### config.mk
export PLATFORM = sky130hd
export DESIGN_NAME = rail_good_regs
export DESIGN_NICKNAME = d
export VERILOG_FILES = /design/src/core/rail_good_pkg.sv /design/src/core/good_delay_timer.sv /design/src/core/rail_good_regs.sv
export SDC_FILE = /design/constraint.sdc
export NUM_CORES = 1
export LEC_CHECK = 0
export BUFFER_PORTS_ARGS = -buffer_cell sky130_fd_sc_hd__buf_2
export CAP_MARGIN = 25
export CORE_ASPECT_RATIO = 0.75
export CORE_MARGIN = 5
export CORE_UTILIZATION = 50
export DETAILED_ROUTE_END_ITERATION = 10
export PLACE_DENSITY = 0.69
export SYNTH_ARGS = -nofsm -noshare
export SYNTH_HDL_FRONTEND = slang
export SYNTH_SLANG_ARGS = --single-unit
### constraint.sdc
create_clock -name clock -period 2.8 [get_ports clock]
set_input_delay 0.28 -clock clock [delete_from_list [all_inputs] [get_ports clock]]
set_output_delay 0.28 -clock clock [all_outputs]
set_load 0.01 [all_outputs]
### src/core/rail_good_pkg.sv
// constants for the rail-good status, rail-good control and buck-one voltage registers
package rail_good_pkg;
    // register offsets on the serial register bus
    localparam logic [7:0] ADDR_UNLOCK_KEY = 8'h0B;
    localparam logic [7:0] ADDR_RAIL_GOOD_STATUS = 8'h0C;
    localparam logic [7:0] ADDR_RAIL_GOOD_CONTROL = 8'h0D;
    localparam logic [7:0] ADDR_BUCK_ONE_VOLTAGE_CONTROL = 8'h0E;

    // unlock key handling
    localparam logic [7:0] UNLOCK_VALUE = 8'h7D;
    localparam logic [7:0] KEY_CLEAR = 8'h00;

    // status bit positions
    localparam int unsigned STAT_LINEAR_THREE = 6;
    localparam int unsigned STAT_LINEAR_FOUR = 5;
    localparam int unsigned STAT_BUCK_ONE = 4;
    localparam int unsigned STAT_BUCK_TWO = 3;
    localparam int unsigned STAT_BUCK_THREE = 2;
    localparam int unsigned STAT_LINEAR_ONE = 1;
    localparam int unsigned STAT_LINEAR_TWO = 0;
    localparam int unsigned STAT_RESERVED = 7;
    localparam logic [7:0] STATUS_RESET = 8'h00;

    // control register layout
    localparam int unsigned CTL_LINEAR_ONE_MASK = 3;
    localparam int unsigned CTL_LINEAR_TWO_MASK = 2;
    localparam int unsigned CTL_DELAY_MSB = 1;
    localparam int unsigned CTL_DELAY_LSB = 0;
    localparam int unsigned CTL_WIDTH = 4;
    localparam logic [7:0] CONTROL_RESET = 8'h0C;

    // buck-one register layout
    localparam int unsigned BUCK_EXT_BIT = 7;
    localparam int unsigned BUCK_CODE_MSB = 5;
    localparam logic [5:0] BUCK_CODE_DEFAULT = 6'h0E;

    // raw rail input count: seven good flags and two switch flags
    localparam int unsigned RAW_COUNT = 9;

    // timing: clock period and one millisecond, both in ns
    localparam int unsigned CLK_PERIOD_NS = 100;
    localparam int unsigned MS_NS = 1_000_000;
    localparam int unsigned MS_CYCLES = MS_NS / CLK_PERIOD_NS;

    // rail-good delay choices in ms
    localparam logic [8:0] DELAY_MS_SEL0 = 9'h014;
    localparam logic [8:0] DELAY_MS_SEL1 = 9'h064;
    localparam logic [8:0] DELAY_MS_SEL2 = 9'h0C8;
    localparam logic [8:0] DELAY_MS_SEL3 = 9'h190;

    // decode of the two-bit delay select to milliseconds
    function automatic logic [8:0] delay_ms(input logic [1:0] sel);
        logic [8:0] ms;
        ms = DELAY_MS_SEL0;
        unique case (sel)
            2'h0: ms = DELAY_MS_SEL0;
            2'h1: ms = DELAY_MS_SEL1;
            2'h2: ms = DELAY_MS_SEL2;
            2'h3: ms = DELAY_MS_SEL3;
        endcase
        return ms;
    endfunction
endpackage

### src/core/good_delay_timer.sv
// rail-good pin qualification timer
`timescale 1ns/100ps
module good_delay_timer #(
    parameter int unsigned ms_tick_cycles = rail_good_pkg::MS_CYCLES
) (
    // clock and reset
    input wire logic clock,
    input wire logic srst,
    // qualification inputs
    input wire logic all_good,
    input wire logic [1:0] delay_select,
    // qualified output
    output logic good_out
);
    typedef enum logic [0:0] {
        ST_WAIT = 1'b0,
        ST_GOOD = 1'b1
    } timer_state_t;

    typedef struct packed {
        timer_state_t st;
        logic [23:0] div;
        logic [8:0] ms;
    } timer_t;

    localparam logic [23:0] TICK_LAST = 24'(ms_tick_cycles - 1);

    timer_t q;
    timer_t d;

    // restart on any drop, count whole ms while good, release after delay
    always_comb begin
        d = q;
        if (!all_good) begin
            d.st = ST_WAIT;
            d.div = '0;
            d.ms = '0;
        end else begin
            unique case (q.st)
                ST_WAIT: begin
                    if (q.ms >= rail_good_pkg::delay_ms(delay_select)) begin
                        d.st = ST_GOOD;
                    end else if (q.div == TICK_LAST) begin
                        d.div = '0;
                        d.ms = q.ms + 9'h001;
                    end else begin
                        d.div = q.div + 24'h00_0001;
                    end
                end
                ST_GOOD: d = q;
            endcase
        end
    end

    // state register
    always_ff @(posedge clock) begin
        if (srst) begin
            q <= '{st: ST_WAIT, div: '0, ms: '0};
        end else begin
            q <= d;
        end
    end

    assign good_out = (q.st == ST_GOOD);
endmodule

### src/core/rail_good_regs.sv
// rail-good status, rail-good control, buck-one voltage and unlock key registers
`timescale 1ns/100ps
// Notes on behaviour
// status bits 4,3,2 show each buck converter in regulation, else 0
// status bits 1,0 show linear one and two in regulation, else 0
// status bits 6,5 show linear three/four regulating or used as switch
// status register read-only, bit 7 reads 0, all bits reset to 0
// control bit 3 clear lets low linear one status pull pin low
// control bit 2 clear lets low linear two status pull pin low
// control bits 1:0 pick pin delay 20, 100, 200 or 400 ms
// control register resets to 0x0C, upper four bits read zero
// control and buck-one registers written only right after unlocking
// buck-one bit 7 picks external adjust over register code, resets 0
// buck-one bits 5:0 hold the six-bit output voltage code
// buck-one code reset value is variant dependent, bit 6 reads zero
// writing 0x7D to key register allows one protected write next
// key register clears to zero after the following bus transaction
// pin high after unmasked rails good for delay, low at once on drop
module rail_good_regs #(
    parameter int unsigned ms_tick_cycles = rail_good_pkg::MS_CYCLES,
    parameter logic [5:0] buck_one_reset_code = rail_good_pkg::BUCK_CODE_DEFAULT
) (
    // clock and reset
    input wire logic clock,
    input wire logic srst,
    // decoded serial-bus register access
    input wire logic reg_wr,
    input wire logic reg_rd,
    input wire logic [7:0] reg_addr,
    input wire logic [7:0] reg_wdata,
    output logic [7:0] reg_rdata,
    input wire logic xfer_end,
    // rail regulation flags from the analog side
    input wire logic buck_one_good,
    input wire logic buck_two_good,
    input wire logic buck_three_good,
    input wire logic linear_one_good,
    input wire logic linear_two_good,
    input wire logic linear_three_good,
    input wire logic linear_four_good,
    input wire logic linear_three_is_switch,
    input wire logic linear_four_is_switch,
    // outputs to the pin and the buck-one converter
    output logic rail_good_output,
    output logic buck_one_external_adjust,
    output logic [5:0] buck_one_voltage_code
);
    localparam int unsigned N = rail_good_pkg::RAW_COUNT;

    typedef struct packed {
        logic [N-1:0] sync1;
        logic [N-1:0] sync2;
        logic [N-1:0] sync3;
        logic [N-1:0] filt;
        logic [7:0] status;
        logic [rail_good_pkg::CTL_WIDTH-1:0] ctl;
        logic buck_ext;
        logic [5:0] buck_code;
        logic [7:0] key;
        logic key_fresh;
        logic [7:0] rdata;
    } regs_t;

    regs_t q;
    regs_t d;
    logic [N-1:0] raw;
    logic unlocked;
    logic all_good;

    // raw rail flags gathered into one vector
    assign raw = {linear_four_is_switch, linear_three_is_switch, linear_four_good,
                  linear_three_good, buck_one_good, buck_two_good, buck_three_good,
                  linear_one_good, linear_two_good};

    // protected write allowed only in the transaction after the key one
    assign unlocked = (q.key == rail_good_pkg::UNLOCK_VALUE) && !q.key_fresh;

    // unmasked rails must all be good for the pin
    assign all_good = q.status[rail_good_pkg::STAT_BUCK_ONE]
        && q.status[rail_good_pkg::STAT_BUCK_TWO]
        && q.status[rail_good_pkg::STAT_BUCK_THREE]
        && q.status[rail_good_pkg::STAT_LINEAR_THREE]
        && q.status[rail_good_pkg::STAT_LINEAR_FOUR]
        && (q.status[rail_good_pkg::STAT_LINEAR_ONE]
            || q.ctl[rail_good_pkg::CTL_LINEAR_ONE_MASK])
        && (q.status[rail_good_pkg::STAT_LINEAR_TWO]
            || q.ctl[rail_good_pkg::CTL_LINEAR_TWO_MASK]);

    // synchroniser, register writes, key handling and read mux
    always_comb begin
        d = q;
        d.sync1 = raw;
        d.sync2 = q.sync1;
        d.sync3 = q.sync2;
        for (int i = 0; i < N; i++) begin
            if (q.sync2[i] == q.sync3[i]) begin
                d.filt[i] = q.sync3[i];
            end
        end
        d.status = '0;
        d.status[rail_good_pkg::STAT_BUCK_ONE] = q.filt[4];
        d.status[rail_good_pkg::STAT_BUCK_TWO] = q.filt[3];
        d.status[rail_good_pkg::STAT_BUCK_THREE] = q.filt[2];
        d.status[rail_good_pkg::STAT_LINEAR_ONE] = q.filt[1];
        d.status[rail_good_pkg::STAT_LINEAR_TWO] = q.filt[0];
        d.status[rail_good_pkg::STAT_LINEAR_THREE] = q.filt[5] | q.filt[7];
        d.status[rail_good_pkg::STAT_LINEAR_FOUR] = q.filt[6] | q.filt[8];
        if (reg_wr) begin
            if (reg_addr == rail_good_pkg::ADDR_UNLOCK_KEY) begin
                d.key = reg_wdata;
                d.key_fresh = 1'b1;
            end else if (reg_addr == rail_good_pkg::ADDR_RAIL_GOOD_CONTROL && unlocked) begin
                d.ctl = reg_wdata[rail_good_pkg::CTL_WIDTH-1:0];
                d.key = rail_good_pkg::KEY_CLEAR;
            end else if (reg_addr == rail_good_pkg::ADDR_BUCK_ONE_VOLTAGE_CONTROL
                         && unlocked) begin
                d.buck_ext = reg_wdata[rail_good_pkg::BUCK_EXT_BIT];
                d.buck_code = reg_wdata[rail_good_pkg::BUCK_CODE_MSB:0];
                d.key = rail_good_pkg::KEY_CLEAR;
            end
        end
        if (xfer_end) begin
            if (d.key_fresh) begin
                d.key_fresh = 1'b0;
            end else begin
                d.key = rail_good_pkg::KEY_CLEAR;
            end
        end
        if (reg_rd) begin
            unique case (reg_addr)
                rail_good_pkg::ADDR_UNLOCK_KEY: d.rdata = q.key;
                rail_good_pkg::ADDR_RAIL_GOOD_STATUS: d.rdata = q.status;
                rail_good_pkg::ADDR_RAIL_GOOD_CONTROL: d.rdata = {4'h0, q.ctl};
                rail_good_pkg::ADDR_BUCK_ONE_VOLTAGE_CONTROL:
                    d.rdata = {q.buck_ext, 1'b0, q.buck_code};
                default: d.rdata = 8'h00;
            endcase
        end
        if (srst) begin
            d = '0;
            d.status = rail_good_pkg::STATUS_RESET;
            d.ctl = rail_good_pkg::CONTROL_RESET[rail_good_pkg::CTL_WIDTH-1:0];
            d.buck_code = buck_one_reset_code;
            d.key = rail_good_pkg::KEY_CLEAR;
        end
    end

    // state register
    always_ff @(posedge clock) begin
        q <= d;
    end

    // pin qualification delay
    good_delay_timer #(
        .ms_tick_cycles(ms_tick_cycles)
    ) u_timer (
        .clock(clock),
        .srst(srst),
        .all_good(all_good),
        .delay_select(q.ctl[rail_good_pkg::CTL_DELAY_MSB:rail_good_pkg::CTL_DELAY_LSB]),
        .good_out(rail_good_output)
    );

    assign reg_rdata = q.rdata;
    assign buck_one_external_adjust = q.buck_ext;
    assign buck_one_voltage_code = q.buck_code;

    // cycles that the unmasked rails have been good without a break
    logic [31:0] good_run_q;
    always_ff @(posedge clock) begin
        if (srst || !all_good) begin
            good_run_q <= '0;
        end else if (good_run_q != 32'hFFFF_FFFF) begin
            good_run_q <= good_run_q + 32'h0000_0001;
        end
    end
endmodule

==> out/metrics.yaml <==
place:
  gp_congestion: 0.809
  dp_hpwl_um: 6200
  io_buffers: 45
cells_and_area:
  filler_cell_count: 777
  utilization_pct: 58.6
  n_antenna_cell: 0
  drive_gt1_share_pct: 15.1
  final_cell_mix: "dfxtp_1, nor2_1, buf_2"
  multi_input_area_um2: 2100
  nets: 554
  syn_to_final_growth_pct: 12.5
  final_common_cell: "dfxtp_1"
  regArea_um2: 2100
timing:
  hold_viol_final: 0
  drv_slew: 0
  fin_crit_ns: 2.46
  clock.fmax_mhz: 407
  worstMarginPinSlew_ns: 0.744
  rsz0062_at_grt: "false"
  skew_ns: 0.00646
  final-setup-viol-count: 0
  slew_headroom_pct: 49.9
  fin_crit_sh_pct: 87.7
  setup_tns_ns: 0
setup_path:
  worstSetupEndpointType: "flip-flop"
  r2r_start: "q[24]"
  crit_arrival_ns: 2.73
  start_kind: "flip-flop"
  critPathSlowestCell: "or3_1"
  reg2reg_depth: 9
  path_depth: 9
  cp_max_fo: 5
  critPathBufInv: 2
  cp_slowest_stage_delay_ns: 0.44
  cp_cell_sequence: "inv_1 > ha_1 > inv_1 > ha_1 > a41oi_1 > a21oi_2 > or3_1 > or3_1 > a21oi_1"
  startpoint: "q[24]"
  cp_top_family: "simple AND/OR/NAND/NOR gates"
  required_ns: 3.07
  worst-setup-path-type: "flip-flop to flip-flop"
synth:
  syn-num-nets: 525
  synthArstFlopShare_pct: 0
  yosysTopAreaCellShare_pct: 47.2
  yosys.area.top_type: "dfxtp_1"
  ys_seq_elements: 105
  syn_avg_cell_area_um2: 9.25
  yosys_most_used_dff: "dfxtp_1"
  synth_edf_count: 0
  yosysSeqAreaShare_pct: 47.2
  netlist_area_um2: 4460
  synth_cells: 482
  yosys-top-cells-area: "dfxtp_1, xnor2_1, nor2b_1"
  yosysWarningCount: 0
  ys_types: 48
power_and_ir_drop:
  netSwitchingFraction_pct: 22.0
  p_int_mw: 2.26
  p_comb_share_pct: 2.3
  ir_worst_vdd_mv: 0.289
  power.density_nw_per_um2: 578
  clkPwrFrac_pct: 45.5
  leakage_nw: 1.80
  p_sw_mw: 0.637
  seqPwrFrac_pct: 52.2
route:
  top_layer_used: "met4"
  drt_iter0_markers: 336
  drcViolationCount: 0
  met2_length_um: 3680
  vias_per_cell: 5.39
  via_count: 3362
  first_pass_iters: 7
  drt_wl_total_um: 8830
  met1_length_um: 4490
  wl_per_cell_um: 14.1
  ant_nets: 0
  wl_met3_um: 558
clock_tree:
  clk_latency_ns: 0.35
  cts_root_buffer: "clkbuf_16"
  cts-hold-fix-buffers: 0
  cts.sinks: 105
  numCtsBuffers: 9
  ctsResizeCount: 0
  cts_max_level: 3
  cts_tree: "done"
  clk_pin_slew_worst_paths_ns: 0.07
  post_cts_buffers: 0
  clk_path_buf_depth: 2
global_route:
  grt_pass1_wl_um: 14800
  globalRouteOverflowTotal: 0
  grtUsageTotal_pct: 16.5
  grt_pass1_vias: 3102
  antenna_found_initial: 0
  grt_start_max_net_pins: 61
flow_run:
  drv_cap: 0
die:
  initial_utilization_pct: 52.1
  rows: 29
  top_level_ports: 46
  die_w_um: 119
  die_h_um: 91.8
  coreArea_um2: 8560
  die-area_um2: 10900
hold_path:
  worstHoldStart: "xfer_end"
  hold_depth: 2
  hp-class: "input port to flip-flop"
outcome:
  status: "complete, no violations"
[power by group through the flow]
stage	clock network, mW	registers (mW)	logic, mW
3_3_place_gp	0	1.55	0.0655
2_1_floorplan	0	1.55	0.0342
3_5_place_dp	0	1.55	0.0669
4_1_cts	1.36	1.51	0.0675
6_report	1.32	1.51	0.0669
5_1_grt	1.42	1.52	0.0749
[layer usage]
metal,GRT usage [%],vias to the layer above
met1,23.8,1514
met5,0,-
met2,23.5,103
met3,4.49,8
met4,6.36,0
li1,-,1737
[Yosys cell counts (4+ instances only)]
cell type / number
a211o_1: 5
a21oi_1: 17
mux2i_1: 8
dfxtp_1: 105
inv_1: 16
nand4_1: 8
and4_1: 4
nor3_1: 11
a222oi_1: 6
buf_2: 4
nor2b_1: 39
a22oi_1: 8
nor4_1: 21
or3_1: 4
ha_1: 13
o21ai_0: 17
a22o_1: 4
nor2_1: 59
xnor2_1: 28
and3_1: 6
buf_4: 15
nand3_1: 13
nand2_1: 26
clkbuf_1: 12
and2_1: 4
[worst paths after layout]
path | endpoint | slack, ns
worst max-delay path | u_timer.q[8] | 0.34
worst min-delay path | q[8] | 0.11
worst max register to register | u_timer.q[8] | 0.34
worst min register to register | q[57] | 0.44
[registers in the layout (all words and copies together) (netlist names)]
signal and cells:
q 56, u_timer.q 33, reg_rdata 8, buck_one_voltage_code 6, buck_one_external_adjust 1, u_timer.good_out 1
[stage by stage]
step           power, mW  std cells  instance area (µm²)  hold slack (ns)  setup slack (ns)
2_1_floorplan       1.58        482                 4460            0.359             0.466
4_1_cts             2.94        624                 5020            0.101             0.337
6_report            2.90        624                 5020            0.112             0.344
3_5_place_dp        1.62        608                 4680            0.422             0.364
5_1_grt             3.01        624                 5020            0.103             0.152
3_3_place_gp        1.61        608                 4680            0.417             0.458
[cell families after synthesis]
logic type      synth area share, %
simple gates                   26.1
flops                          47.2
compound gates                 9.51
buf+inv                        5.87
xor+xnor                       5.89
fa+ha+maj                      3.65
mux                            1.80
[worst reg2reg max path: cells and delay by family, from the launching register on]
family | cells | cell delay (ns)
and+or+nand+nor | 2 | 0.81
adders and majority gates | 2 | 0.59
AOI/OAI and AO/OA | 3 | 0.49
DFF | 1 | 0.39
buffers and inverters | 2 | 0.13
[cell type report]
| cell class | count | area share [%] |
|---|---|---|
| clock inverter | 7 | 2.14 |
| timing repair buffer | 53 | 5.69 |
| multi-input combinational | 326 | 41.9 |
| sequential | 105 | 41.9 |
| inverter | 16 | 1.20 |
| tap | 108 | 2.69 |
| clock buffer | 9 | 4.49 |
(Power assumes the default switching activity.)
